### config.mk
export PLATFORM = sky130hd
export DESIGN_NAME = pcout_top
export DESIGN_NICKNAME = d
export VERILOG_FILES = /design/src/logic/pcout_osc_div.v /design/src/logic/pcout_top.v
export VERILOG_INCLUDE_DIRS = /design/src /design/src/pkg
export SDC_FILE = /design/constraint.sdc
export NUM_CORES = 1
export LEC_CHECK = 0
export BUFFER_PORTS_ARGS = -buffer_cell sky130_fd_sc_hd__buf_2
export CORE_MARGIN = 2
export CORE_UTILIZATION = 55
export DETAILED_ROUTE_END_ITERATION = 8
export GPL_ROUTABILITY_DRIVEN = 0
export HOLD_SLACK_MARGIN = 0.02
export PLACE_DENSITY = 0.95
export SKIP_LAST_GASP = 1
export SYNTH_ARGS = -nofsm -noshare
export SYNTH_HDL_FRONTEND = slang
export SYNTH_SLANG_ARGS = --single-unit
### constraint.sdc
create_clock -name clk -period 4 [get_ports clk]
set_input_delay 0.6 -clock clk [delete_from_list [all_inputs] [get_ports clk]]
set_output_delay 0.6 -clock clk [all_outputs]
set_load 0.05 [all_outputs]
### src/pkg/pcout_consts.vh
// constants for the port clocking output block
// assumes a 32-bit axi4-lite slave with byte addresses on aligned words
`ifndef PCOUT_CONSTS_VH
`define PCOUT_CONSTS_VH
// ****************************************
// register map
// ****************************************
`define PCOUT_IDX_LEVEL 8'h04
`define PCOUT_IDX_CONFIG 8'h0c
`define PCOUT_IDX_MISC 8'h3a
`define PCOUT_IDX_REFCTL 8'h63
`define PCOUT_IDX_TIMER 8'h70
`define PCOUT_RST_LEVEL 8'hff
`define PCOUT_RST_CONFIG 8'h00
`define PCOUT_RST_MISC 8'h80
`define PCOUT_RST_REFCTL 8'h00
`define PCOUT_RST_TIMER 16'h0000
`define PCOUT_RST_COUNT 12'h000
`define PCOUT_MISC_MASK 8'hf7
`define PCOUT_REFCTL_MASK 8'hb7
// ****************************************
// fields
// ****************************************
`define PCOUT_BIT_TCO 0
`define PCOUT_BIT_OSC 1
`define PCOUT_BIT_REF 2
`define PCOUT_DIV_HI 5
`define PCOUT_DIV_LO 4
`define PCOUT_BIT_TEN 15
`define PCOUT_IDX_HI 9
`define PCOUT_IDX_LO 2
`define PCOUT_TMR_MAX 12'hfff
`define PCOUT_TMR_ONE 12'h001
`define PCOUT_DIV_ONE 3'h1
`define PCOUT_RESP_OK 2'b00
`define PCOUT_RESP_ERR 2'b10
`endif
### src/logic/pcout_osc_div.v
// oscillator divider for the second clock pin
// assumes osc_clock already sampled into the clk domain
`timescale 1ns/1ns
`include "pcout_consts.vh"
module pcout_osc_div (
  input wire clk,
  input wire rst_b,
  input wire osc_clock,
  input wire [1:0] osc_divider_select,
  output reg divided_osc_clock
);
  reg osc_last;
  reg [2:0] div_count;
  wire osc_rise;
  assign osc_rise = osc_clock & ~osc_last;
  // count oscillator rising edges, taps give /2 /4 /8
  always @(posedge clk)
  begin
    if (!rst_b)
    begin
      osc_last <= 1'b0;
      div_count <= 3'h0;
      divided_osc_clock <= 1'b0;
    end
    else
    begin
      osc_last <= osc_clock;
      if (osc_rise)
        div_count <= div_count + `PCOUT_DIV_ONE;
      case (osc_divider_select)
        2'b00: divided_osc_clock <= osc_clock;
        2'b01: divided_osc_clock <= div_count[0];
        2'b10: divided_osc_clock <= div_count[1];
        default: divided_osc_clock <= div_count[2];
      endcase
    end
  end
endmodule // pcout_osc_div

### src/logic/pcout_top.v
// port clocking outputs with an axi4-lite register slave
// assumes osc_clock and ref_generator_clock are synchronous to clk, well below its rate
`timescale 1ns/1ns
`include "pcout_consts.vh"
module pcout_top (
  input wire clk,
  input wire rst_b,
  input wire [31:0] s_axi_awaddr,
  input wire s_axi_awvalid,
  output reg s_axi_awready,
  input wire [31:0] s_axi_wdata,
  input wire [3:0] s_axi_wstrb,
  input wire s_axi_wvalid,
  output reg s_axi_wready,
  output reg [1:0] s_axi_bresp,
  output reg s_axi_bvalid,
  input wire s_axi_bready,
  input wire [31:0] s_axi_araddr,
  input wire s_axi_arvalid,
  output reg s_axi_arready,
  output reg [31:0] s_axi_rdata,
  output reg [1:0] s_axi_rresp,
  output reg s_axi_rvalid,
  input wire s_axi_rready,
  input wire timer_clock,
  input wire osc_clock,
  input wire ref_generator_clock,
  output reg first_clock_pin,
  output reg second_clock_pin,
  output reg third_clock_pin,
  output reg [7:0] port_pin_enable
);
  // ****************************************
  // registers and state
  // ****************************************
  reg [7:0] port_e_output_level;
  reg [7:0] port_e_config;
  reg [7:0] port_misc_control;
  reg [7:0] reference_osc_control;
  reg [15:0] timer_control;
  reg [11:0] first_timer;
  reg timer_tick_last;
  reg aw_held;
  reg w_held;
  reg [7:0] aw_index;
  reg [31:0] w_data;
  reg [3:0] w_strb;
  reg [7:0] next_level;
  reg [31:0] next_rdata;
  reg next_rhit;
  wire timer_clock_out_enable;
  wire osc_clock_out_enable;
  wire ref_clock_out_enable;
  wire timer_tick;
  wire timer_overflow;
  wire divided_osc_clock;
  wire do_write;
  wire w_hit;
  wire [7:0] ar_index;
  assign timer_clock_out_enable = port_misc_control[`PCOUT_BIT_TCO];
  assign osc_clock_out_enable = port_misc_control[`PCOUT_BIT_OSC];
  assign ref_clock_out_enable = port_misc_control[`PCOUT_BIT_REF];
  assign timer_tick = timer_clock & ~timer_tick_last;
  // overflow only when counting from all ones back to zero
  assign timer_overflow = timer_control[`PCOUT_BIT_TEN] & timer_tick
    & (first_timer == `PCOUT_TMR_MAX);
  assign do_write = aw_held & w_held & ~s_axi_bvalid;
  assign ar_index = s_axi_araddr[`PCOUT_IDX_HI:`PCOUT_IDX_LO];
  assign w_hit = (aw_index == `PCOUT_IDX_LEVEL) | (aw_index == `PCOUT_IDX_CONFIG)
    | (aw_index == `PCOUT_IDX_MISC) | (aw_index == `PCOUT_IDX_REFCTL)
    | (aw_index == `PCOUT_IDX_TIMER);
  // ****************************************
  // oscillator divider
  // ****************************************
  pcout_osc_div u_div (
    .clk(clk),
    .rst_b(rst_b),
    .osc_clock(osc_clock),
    .osc_divider_select(reference_osc_control[`PCOUT_DIV_HI:`PCOUT_DIV_LO]),
    .divided_osc_clock(divided_osc_clock)
  );
  // ****************************************
  // port level register with toggling bit 0
  // ****************************************
  // a software write to bit 0 loses to nothing: the toggle applies on top of it
  always @*
  begin
    next_level = port_e_output_level;
    if (do_write && aw_index == `PCOUT_IDX_LEVEL && w_strb[0])
      next_level = w_data[7:0];
    if (timer_clock_out_enable && timer_overflow)
      next_level[0] = ~next_level[0];
  end
  // read mux, unmapped words read zero with an error answer
  always @*
  begin
    next_rdata = 32'h0000_0000;
    next_rhit = 1'b1;
    case (ar_index)
      `PCOUT_IDX_LEVEL: next_rdata[7:0] = port_e_output_level;
      `PCOUT_IDX_CONFIG: next_rdata[7:0] = port_e_config;
      `PCOUT_IDX_MISC: next_rdata[7:0] = port_misc_control;
      `PCOUT_IDX_REFCTL: next_rdata[7:0] = reference_osc_control;
      `PCOUT_IDX_TIMER: next_rdata = {4'h0, first_timer, timer_control};
      default: next_rhit = 1'b0;
    endcase
  end
  // ****************************************
  // axi write and read channels
  // ****************************************
  always @(posedge clk)
  begin
    if (!rst_b)
    begin
      s_axi_awready <= 1'b1;
      s_axi_wready <= 1'b1;
      s_axi_bvalid <= 1'b0;
      s_axi_bresp <= `PCOUT_RESP_OK;
      s_axi_arready <= 1'b1;
      s_axi_rvalid <= 1'b0;
      s_axi_rresp <= `PCOUT_RESP_OK;
      s_axi_rdata <= 32'h0000_0000;
      aw_held <= 1'b0;
      w_held <= 1'b0;
      aw_index <= 8'h00;
      w_data <= 32'h0000_0000;
      w_strb <= 4'h0;
    end
    else
    begin
      // address and data may come in either order
      if (s_axi_awvalid && s_axi_awready)
      begin
        aw_held <= 1'b1;
        aw_index <= s_axi_awaddr[`PCOUT_IDX_HI:`PCOUT_IDX_LO];
        s_axi_awready <= 1'b0;
      end
      if (s_axi_wvalid && s_axi_wready)
      begin
        w_held <= 1'b1;
        w_data <= s_axi_wdata;
        w_strb <= s_axi_wstrb;
        s_axi_wready <= 1'b0;
      end
      if (do_write)
      begin
        s_axi_bvalid <= 1'b1;
        s_axi_bresp <= w_hit ? `PCOUT_RESP_OK : `PCOUT_RESP_ERR;
        aw_held <= 1'b0;
        w_held <= 1'b0;
      end
      if (s_axi_bvalid && s_axi_bready)
      begin
        s_axi_bvalid <= 1'b0;
        s_axi_awready <= 1'b1;
        s_axi_wready <= 1'b1;
      end
      if (s_axi_arvalid && s_axi_arready)
      begin
        s_axi_arready <= 1'b0;
        s_axi_rvalid <= 1'b1;
        s_axi_rdata <= next_rdata;
        s_axi_rresp <= next_rhit ? `PCOUT_RESP_OK : `PCOUT_RESP_ERR;
      end
      if (s_axi_rvalid && s_axi_rready)
      begin
        s_axi_rvalid <= 1'b0;
        s_axi_arready <= 1'b1;
      end
    end
  end
  // ****************************************
  // register file and first timer
  // ****************************************
  always @(posedge clk)
  begin
    if (!rst_b)
    begin
      port_e_output_level <= `PCOUT_RST_LEVEL;
      port_e_config <= `PCOUT_RST_CONFIG;
      port_misc_control <= `PCOUT_RST_MISC;
      reference_osc_control <= `PCOUT_RST_REFCTL;
      timer_control <= `PCOUT_RST_TIMER;
      first_timer <= `PCOUT_RST_COUNT;
      timer_tick_last <= 1'b0;
    end
    else
    begin
      port_e_output_level <= next_level;
      timer_tick_last <= timer_clock;
      // twelve-bit up counter, wraps naturally
      if (timer_control[`PCOUT_BIT_TEN] && timer_tick)
        first_timer <= first_timer + `PCOUT_TMR_ONE;
      if (do_write && w_strb[0])
      begin
        case (aw_index)
          `PCOUT_IDX_CONFIG: port_e_config <= w_data[7:0];
          `PCOUT_IDX_MISC: port_misc_control <= w_data[7:0] & `PCOUT_MISC_MASK;
          `PCOUT_IDX_REFCTL: reference_osc_control <= w_data[7:0] & `PCOUT_REFCTL_MASK;
          `PCOUT_IDX_TIMER: timer_control[7:0] <= w_data[7:0];
          default: ;
        endcase
      end
      if (do_write && w_strb[1] && aw_index == `PCOUT_IDX_TIMER)
        timer_control[15:8] <= w_data[15:8];
    end
  end
  // ****************************************
  // pin multiplexers
  // ****************************************
  // each pin drops back to its port level when its function is off
  always @(posedge clk)
  begin
    if (!rst_b)
    begin
      first_clock_pin <= 1'b1;
      second_clock_pin <= 1'b1;
      third_clock_pin <= 1'b1;
      port_pin_enable <= 8'h00;
    end
    else
    begin
      first_clock_pin <= next_level[0];
      second_clock_pin <= osc_clock_out_enable ? divided_osc_clock
        : port_e_output_level[1];
      third_clock_pin <= ref_clock_out_enable ? ref_generator_clock
        : port_e_output_level[2];
      port_pin_enable <= port_e_config;
    end
  end
endmodule // pcout_top

### Word level (Yosys, flattened, before mapping)

Cells that the tools add are included.

* memories kept: 0
* input bits: 110
* word-level logic and storage cells: 89
* flip-flop bits (word level): 142
* RAM bits: 0
* output and inout bits: 52
* bits in read-only memories: 0
* latch bits: 0

* equality and inequality tests: 13
* mux-type cells: 10
* divide/modulo/power cells: 0
* bitwise logic cells: 15
* reduce and logical (&&, ||, !) cells: 21
* order comparisons: 0
* $add $sub $neg: 2
* multipliers: 0
* shifts and indexed selects: 0

Operators with widths (count)
* case mux 8 bit (5 select lines): 1
* equality test 8 x 7 -> 1 bit (second input constant): 4
* 2-to-1 mux 20 bit: 1
* equality test 8 x 3 -> 1 bit (second input constant): 2
* equality test 8 x 4 -> 1 bit (second input constant): 2
* equality test 8 x 6 -> 1 bit (second input constant): 2
* adder 12 x 1 -> 12 bit (second input constant): 1
* equality test 12 bit (second input constant): 1
* logical AND 1 bit: 12
* AND reduction 2 bit: 4
* bitwise AND 1 bit: 6
* OR reduction 2 bit: 3
* 2-to-1 mux 1 bit: 5
* inverter 1 bit: 5
* OR reduction 5 bit: 1
* 2-to-1 mux 2 bit: 2
* bitwise OR 1 bit: 4
* adder 3 x 1 -> 3 bit (second input constant): 1
* case mux 1 bit (3 select lines): 1
* equality test 2 x 1 -> 1 bit (second input constant): 1
* equality test 2 bit (second input constant): 1
* logical NOT 2 bit: 1

### Longest topological paths before layout

Gate-level depths: netlist of run 1.

* depth in word-level cells: 7
* mapped depth: 7
* mapped depth without buffers: 5

### Hierarchy

A second synthesis of run 1 with hierarchy kept.

* cells, all modules: 573
* area total of the unflattened synthesis: 5441.5 um2

By module, submodules not included
* pcout_top: times used 1, cells an instance 556, area each 5232.5 um2, sequential area each 2622.5 um2
* pcout_osc_div: times used 1, cells an instance 17, area each 209.0 um2, sequential area each 100.1 um2

### Worst setup path before layout of run 1

Ideal clock, no wire load.

* path kind: register to register
* start: register aw_index[0]
* end: register port_e_output_level[0]
* setup time: 129 ps
* required time: 3871 ps
* clock period less this slack: 2015 ps
* path slack: 1985 ps
* arrival: 1885 ps
* path buffers: 1
* cell stages (with the launch flop): 7
* cell sequence: dfxtp_1 or4_1 or4_4 buf_6 mux2i_4 xor2_1 nand2_1

* word-level cells in the longest chain between the ends: 6

RTL lines
* start, declared: line pcout_top.v:45 `reg [7:0] aw_index;`
* start signal, assigned: line pcout_top.v:135 `` aw_index <= s_axi_awaddr[`PCOUT_IDX_HI:`PCOUT_IDX_LO]; ``
* equality test 8 x 3 -> 1 bit (no source line) *
* logical AND 1 bit (no source line) *
* logical AND 1 bit *: line pcout_top.v:89 `` if (do_write && aw_index == `PCOUT_IDX_LEVEL && w_strb[0]) ``
* 2-to-1 mux 1 bit *: line pcout_top.v:89
* inverter 1 bit: line pcout_top.v:92 `next_level[0] = ~next_level[0];`
* 2-to-1 mux 1 bit *: line pcout_top.v:91 `if (timer_clock_out_enable && timer_overflow)`
* end signal, assigned: line pcout_top.v:179 `` port_e_output_level <= `PCOUT_RST_LEVEL; ``
* end signal, assigned: line pcout_top.v:189 `port_e_output_level <= next_level;`
* end, declared: line pcout_top.v:36 `reg [7:0] port_e_output_level;`

Mark *: on every way between the ends. The rest lies on a longest branch, timed or not.
A chain may end at the register's enable or synchronous reset.

### Worst setup path in the final report of run 1

Ends and elaborated chain as after synthesis.

==> impl_metrics.yaml, run 1 <==
timing:
  finClkSkew_ps: 7.25
  slew_violations: 0
  final_hold_viol_count: 0
  relSlewSlack_pct: 37.7
  setup_viol: 0
  worst_hold_slack_ps: 276
  setup_ws_ps: 1900
  period_needed_ps: 2100
  tns_ps: 0
  post-route-period-util_pct: 52.5
  grt_setup_unrepaired: "no"
  worst_pin_slew_ps: 935
  fmax_mhz: 476
clocking:
  holdBufCountCts: 0
  cts_tree: "built"
  post_cts_buffers: 0
  clock_path_buffers: 2
  cts_root_buf: "clkbuf_8"
  clk_latency_ps: 520
  clk_pin_slew_worst_paths_ps: 60
  cts_resized: 0
  cts-buffers-inserted: 17
  clock_sinks: 136
  htree_levels: 4
power:
  peakVddDrop_mv: 0.433
  finalPower_mw: 3.12
  p_leak_nw: 2.83
  p_per_area_mw_per_mm2: 472
worst_setup_path:
  required_ps: 4400
  critPathKind: "reg -> reg"
  r2r_setup_slack_ps: 1900
  r2r-start: "aw_index[0]$_SDFFE_PN0P_"
  rr_endpoint: "port_e_output_level[0]$_SDFF_PN1_"
  startpoint_type: "flip-flop"
  crit_path_start: "aw_index[0]$_SDFFE_PN0P_"
  end_kind: "flip-flop"
  arrival_ps: 2500
  cp_max_fo: 8
  crit_end: "port_e_output_level[0]$_SDFF_PN1_"
  worstRegToRegCells: 5
grt:
  grt_overflow: 0
  first_global_vias: 4329
  grt_max_degree: 67
  grt_usage_pct: 24.0
  grt_pass1_wl_um: 20800
  antenna_found_initial: 0
logic_synthesis:
  async_flop_share_pct: 0
  synth_edf_count: 0
  ys_types: 47
  seq_area_frac_synth_pct: 49.2
  synthesis.area_mm2: 0.00553
  avgSynthCellArea_um2: 9.76
  synth-seq-cells: 136
  synth_top_flop_cell: "dfxtp_1"
  synth_cells: 567
  yosys_warnings: 0
floorplan:
  fp.coreArea_mm2: 0.00977
  initial_utilization_pct: 56.6
  num_io_pins: 162
  num_rows: 36
  fp.dieH_um: 104
  dieArea_mm2: 0.0109
  die_x_um: 104
min_path:
  hold_path_depth: 2
  hold_path_class: "in -> reg"
placement:
  port_buffers: 89
  dpl.hpwl_um: 8510
  post-place-ws_ps: 1730
final_layout:
  nets: 756
  fin_util_pct: 67.5
  drive_gt1_share_pct: 21.2
  syn_to_final_growth_pct: 19.2
  diodes: 0
  fillCellCount: 732
  regArea_mm2: 0.00272
  multi_input_area_mm2: 0.00263
run:
  max_cap_violations: 0
drt:
  drc: 0
  drt-pass1-iter-count: 5
  final_antenna_net_count: 0
  viasPerCell: 5.56
  wl_per_cell_um: 16.0
  dr.first_iter.drc_count: 312
  routed_wl_um: 12600
  vias: 4391
outcome:
  status: "finished, final reports clean"
cell type report:
cell class,count,area share [%]
timing repair buffer,93,7.21
tap,133,2.52
multi-input combinational,390,39.9
clock buffer,20,6.90
inverter,6,0.341
sequential,136,41.3
clock inverter,12,1.90
cell families after synthesis:
| kind of cell | share of synthesized area, % |
|---|---|
| AND/OR/NAND/NOR | 21.0 |
| flip-flops | 49.2 |
| AO/OA/AOI/OAI | 12.4 |
| multiplexers | 11.3 |
| buffers and inverters | 3.71 |
| XOR/XNOR | 1.90 |
| adder cells (fa/ha/maj) | 0.452 |
| other | 0.0678 |
routing by layer:
metal / vias to the layer above / share of wire (%) / wire [um] / GRT usage (%)
met5: - / 0 / 0 / 0
met4: 0 / 1.8 / 232 / 9.07
met3: 28 / 7.7 / 971 / 7.58
met2: 189 / 49 / 6150 / 40.4
met1: 2067 / 42 / 5260 / 28.5
li1: 2107 / - / - / -
worst min path at each step:
| stage | from | end | slack (ps) |
|---|---|---|---|
| CTS | s_axi_wvalid | s_axi_wready$_SDFFE_PP1P_ | 260 |
| global placement | u_div.divided_osc_clock$_SDFF_PN0_ | second_clock_pin$_SDFF_PN1_ | 440 |
| global route | s_axi_wvalid | s_axi_wready$_SDFFE_PP1P_ | 280 |
| floorplan | u_div.divided_osc_clock$_SDFF_PN0_ | second_clock_pin$_SDFF_PN1_ | 420 |
| finish | s_axi_wvalid | s_axi_wready$_SDFFE_PP1P_ | 280 |
| detailed placement | u_div.divided_osc_clock$_SDFF_PN0_ | second_clock_pin$_SDFF_PN1_ | 440 |
per-stage QoR:
step                      cells  area (um2)
after detailed placement    758        6020
final                       790        6600
after floorplan             572        5550
after global routing        790        6600
after CTS                   790        6600
after global placement      758        6020
cell usage after synthesis, types with 2 or more instances:
master / count / area [um2]
nand3b_1: 2 / 15.0
nor4b_1: 2 / 17.5
dfxtp_1: 136 / 2720
nand2_1: 71 / 267
inv_1: 6 / 22.5
and2_1: 25 / 156
a32oi_1: 7 / 61.3
clkbuf_1: 31 / 116
o22a_1: 6 / 52.6
and3_1: 3 / 18.8
nor3b_1: 3 / 22.5
a21boi_0: 31 / 233
mux2i_1: 50 / 500
xor2_1: 6 / 52.6
nor2_1: 12 / 45.0
nand3_1: 14 / 70.1
xnor2_1: 6 / 52.6
buf_2: 2 / 10.0
buf_4: 6 / 45.0
a22oi_1: 26 / 195
nor2b_1: 60 / 375
a21oi_1: 10 / 50.1
nand4_1: 6 / 37.5
o21ai_0: 12 / 60.1
nand2b_1: 2 / 12.5
or3_1: 4 / 25.0
mux2_2: 7 / 78.8
ha_1: 2 / 25.0
layout by cell type, fill, tap and decap left out, types with 3 or more instances in the layout:
| master | count |
|---|---|
| dfxtp_1 | 136 |
| buf_2 | 89 |
| nand2_1 | 71 |
| nor2b_1 | 60 |
| mux2i_1 | 50 |
| a21boi_0 | 31 |
| a22oi_1 | 26 |
| and2_1 | 25 |
| clkbuf_16 | 16 |
| nand3_1 | 14 |
| nor2_1 | 12 |
| o21ai_0 | 12 |
| a21oi_1 | 10 |
| mux2_2 | 7 |
| a32oi_1 | 7 |
| xor2_1 | 6 |
| o22a_1 | 6 |
| inv_1 | 6 |
| xnor2_1 | 6 |
| nand4_1 | 6 |
| conb_1 | 6 |
| clkinv_2 | 5 |
| or3_1 | 4 |
| clkbuf_8 | 4 |
| buf_4 | 4 |
| and3_1 | 3 |
| clkinvlp_4 | 3 |
power breakdown:
| part | leakage [nW] | internal, mW | switching, mW | total [mW] |
|---|---|---|---|---|
| logic | 1.45 | 0.0692 | 0.133 | 0.202 |
| clock network | 0.282 | 0.931 | 0.567 | 1.50 |
| registers | 1.10 | 1.39 | 0.0292 | 1.42 |
flip-flops by register name (all words and copies together) (netlist names), 7 cells and up:
name,cells
port_pin_enable,8
port_misc_control,7
w_data,16
timer_control,16
port_e_output_level,8
aw_index,8
port_e_config,8
s_axi_rdata,28
first_timer,12
critical path: stages, from the launching register on:
cell and delay (ps):
dfxtp_1 350, or4_1 560, or4_4 620, mux2i_4 230, xor2_1 150, nand2_1 60
(Power assumes the default switching activity.)
==> run 2: changes to the inputs <==
--- a/config.mk
+++ b/config.mk
@@ -6,13 +6,14 @@
 export SDC_FILE = /design/constraint.sdc
 export NUM_CORES = 1
 export LEC_CHECK = 0
+export ABC_AREA = 1
 export BUFFER_PORTS_ARGS = -buffer_cell sky130_fd_sc_hd__buf_2
 export CORE_MARGIN = 2
-export CORE_UTILIZATION = 55
+export CORE_UTILIZATION = 52
 export DETAILED_ROUTE_END_ITERATION = 8
 export GPL_ROUTABILITY_DRIVEN = 0
 export HOLD_SLACK_MARGIN = 0.02
-export PLACE_DENSITY = 0.95
+export PLACE_DENSITY = 0.91
 export SKIP_LAST_GASP = 1
 export SYNTH_ARGS = -nofsm -noshare
 export SYNTH_HDL_FRONTEND = slang
==> constraint.sdc (replaced) <==
create_clock -name clk -period 2.09 [get_ports clk]
set_input_delay 0.3135 -clock clk [delete_from_list [all_inputs] [get_ports clk]]
set_output_delay 0.3135 -clock clk [all_outputs]
set_load 0.05 [all_outputs]
==> run 2 against run 1 <==
Net effect: die area increased by 5.6%; combinational power increased to 3.0 times the previous value; global-route usage decreased by 1.2 points; maximum frequency increased by 28%; non-clock buffer count increased by 10.
==> impl_metrics.yaml, run 2 <==
outcome:
  status: "finished, final reports clean"
final_layout:
  largestRegisters: "s_axi_rdata: 28 flops, timer_control: 16 flops, w_data: 16 flops"
  final_common_cell: "nand2_1"
  diodes: 0
  largest_reg_flops: 28
  syn_to_final_growth_pct: 21.2
  nets: 945
  postLayoutCellArea_mm2: 0.00671
  layout_common_cells: "140 x nand2_1, 136 x dfxtp_1, 106 x nor2_1, 96 x o21ai_0, 89 x buf_2"
  regMostFlops: "s_axi_rdata"
  drive_gt1_share_pct: 18.6
grt:
  antenna_found_initial: 0
  first_global_vias: 4683
  grt_overflow: 0
  grt_max_degree: 83
  grt_pass1_wl_um: 21000
  grt_usage_pct: 22.8
worst_setup_path:
  arrival_ps: 2030
  worstRegToRegCells: 6
  cp_max_fo: 9
  critPathKind: "reg -> reg"
  startpoint_type: "flip-flop"
  end_kind: "flip-flop"
  rr_endpoint: "port_e_config[0]$_SDFFE_PN0P_"
  required_ps: 2480
  r2r-start: "aw_index[6]$_SDFFE_PN0P_"
  r2r_setup_slack_ps: 450
drt:
  routed_wl_um: 13000
  drt-pass1-iter-count: 5
  drc: 0
  final_antenna_net_count: 0
  vias: 5147
  viasPerCell: 5.24
  dr.first_iter.drc_count: 401
  wl_per_cell_um: 13.2
clocking:
  cts_tree: "built"
  cts_root_buf: "clkbuf_8"
  clk_pin_slew_worst_paths_ps: 60
  clock_path_buffers: 2
  clock_sinks: 136
  htree_levels: 4
  cts-buffers-inserted: 17
  clk_latency_ps: 510
floorplan:
  die_x_um: 107
  dieArea_mm2: 0.0115
  num_rows: 37
  initial_utilization_pct: 53.6
  fp.coreArea_mm2: 0.0103
  fp.dieH_um: 107
  num_io_pins: 162
logic_synthesis:
  synthesis.area_mm2: 0.00554
  yosys_warnings: 0
  avgSynthCellArea_um2: 7.43
  seq_area_frac_synth_pct: 49.2
  synth-seq-cells: 136
  synth_cells: 745
  synth_area_leaders: "dfxtp_1 49%, nand2_1 9.5%, o21ai_0 8.7%"
  synth_edf_count: 0
  ys_types: 31
  synth.cells.most_frequent: "140 x nand2_1, 136 x dfxtp_1, 106 x nor2_1"
  synth_top_flop_cell: "dfxtp_1"
  async_flop_share_pct: 0
  synth_most_common_cell: "nand2_1"
  post-synth-top-area-cell: "dfxtp_1"
  yosys.area.top_type_share_pct: 49.2
timing:
  post-route-period-util_pct: 78.2
  fmax_mhz: 612
  worst_pin_slew_ps: 573
  final_hold_viol_count: 0
  relSlewSlack_pct: 61.7
  worst_hold_slack_ps: 40.0
  tns_ps: 0
  period_needed_ps: 1640
  slew_violations: 0
  setup_viol: 0
  finClkSkew_ps: 8.81
  grt_setup_unrepaired: "no"
placement:
  postPlaceCellArea_mm2: 0.00608
  dpl.hpwl_um: 8570
  port_buffers: 89
min_path:
  hold_path_class: "in -> reg"
  hp-start: "s_axi_rready"
  whs_endpoint: "s_axi_arready$_SDFFE_PP1P_"
  hold_path_depth: 3
power:
  power.internal_mw: 4.74
  pwr-share-comb_pct: 9.6
  p_switching_mw: 1.61
  switching_share_pct: 25.3
  p_per_area_mw_per_mm2: 947
  p_leak_nw: 3.05
  pwr-share-seq_pct: 43.5
  peakVddDrop_mv: 0.535
  clkPwrFrac_pct: 46.8
run:
  max_cap_violations: 0
==> run 2: power by group through the flow <==
stage                     Clock, mW  Sequential [mW]  Combinational (mW)
after floorplan                   0             2.97               0.287
after global placement            0             2.81               0.589
after detailed placement          0             2.82               0.603
after CTS                      2.99             2.76               0.612
after global routing           3.12             2.78               0.669
final                          2.98             2.77               0.612
==> run 2: area by class of cell <==
type | count | area [um2]
multi-input cells | 501 | 2360
well taps | 136 | 170
clock buffers | 21 | 449
inverters | 74 | 278
fillers | 878 | 3620
clock inverters | 11 | 148
repair buffers | 103 | 583
flip-flops and latches | 136 | 2720
==> run 2: kinds of logic after synthesis <==
logic type | after synthesis | synth area share [%]
AND/OR/NAND/NOR | 321 | 25.1
flip-flops | 136 | 49.2
AO/OA/AOI/OAI | 171 | 16.5
XOR/XNOR | 1 | 0.158
buffers and inverters | 113 | 8.59
other | 1 | 0.0677
adder cells (fa/ha/maj) | 2 | 0.452
==> run 2: timing repair <==
action,in CTS,in global routing
hold endpoints to repair,3,0
setup buffers,0,0
hold buffers,3,0
resized for setup,0,0
==> run 2: worst max-delay path by stage <==
stage                          startpoint                                end  slack [ps]  cells after the start
6_report         aw_index[6]$_SDFFE_PN0P_      port_e_config[0]$_SDFFE_PN0P_         450                      6
5_1_grt          aw_index[6]$_SDFFE_PN0P_  port_e_output_level[0]$_SDFF_PN1_         240                      8
3_3_place_gp              s_axi_araddr[4]       s_axi_rdata[16]$_SDFFE_PN0P_         450                      8
4_1_cts          aw_index[6]$_SDFFE_PN0P_      port_e_config[0]$_SDFFE_PN0P_         480                      6
3_5_place_dp              s_axi_araddr[4]       s_axi_rdata[22]$_SDFFE_PN0P_         400                      8
2_1_floorplan  s_axi_arready$_SDFFE_PP1P_        s_axi_rdata[0]$_SDFFE_PN0P_         500                      6
==> run 2: metal layers <==
metal	global-route usage, %	wire length, um
met2	36.7	5940
met3	5.29	930
met1	29.4	5730
met5	0	0
met4	9.65	356
==> run 2: stage by stage <==
step | setup slack (ps) | instances | total power, mW | util (%)
finish | 455 | 982 | 6.35 | 65.0
global route | 240 | 982 | 6.57 | 65.0
CTS | 476 | 982 | 6.37 | 65.0
detailed placement | 404 | 947 | 3.42 | 58.9
global placement | 451 | 947 | 3.40 | 58.9
floorplan | 500 | 750 | 3.26 | -
==> run 2: worst max-delay path, cell delays in order (launching register included) <==
cell and delay (ps):
dfxtp_1 340, nor2_1 150, nand3_1 140, nor3_1 280, nand2_2 230, o21ai_0 310, nor2_1 70
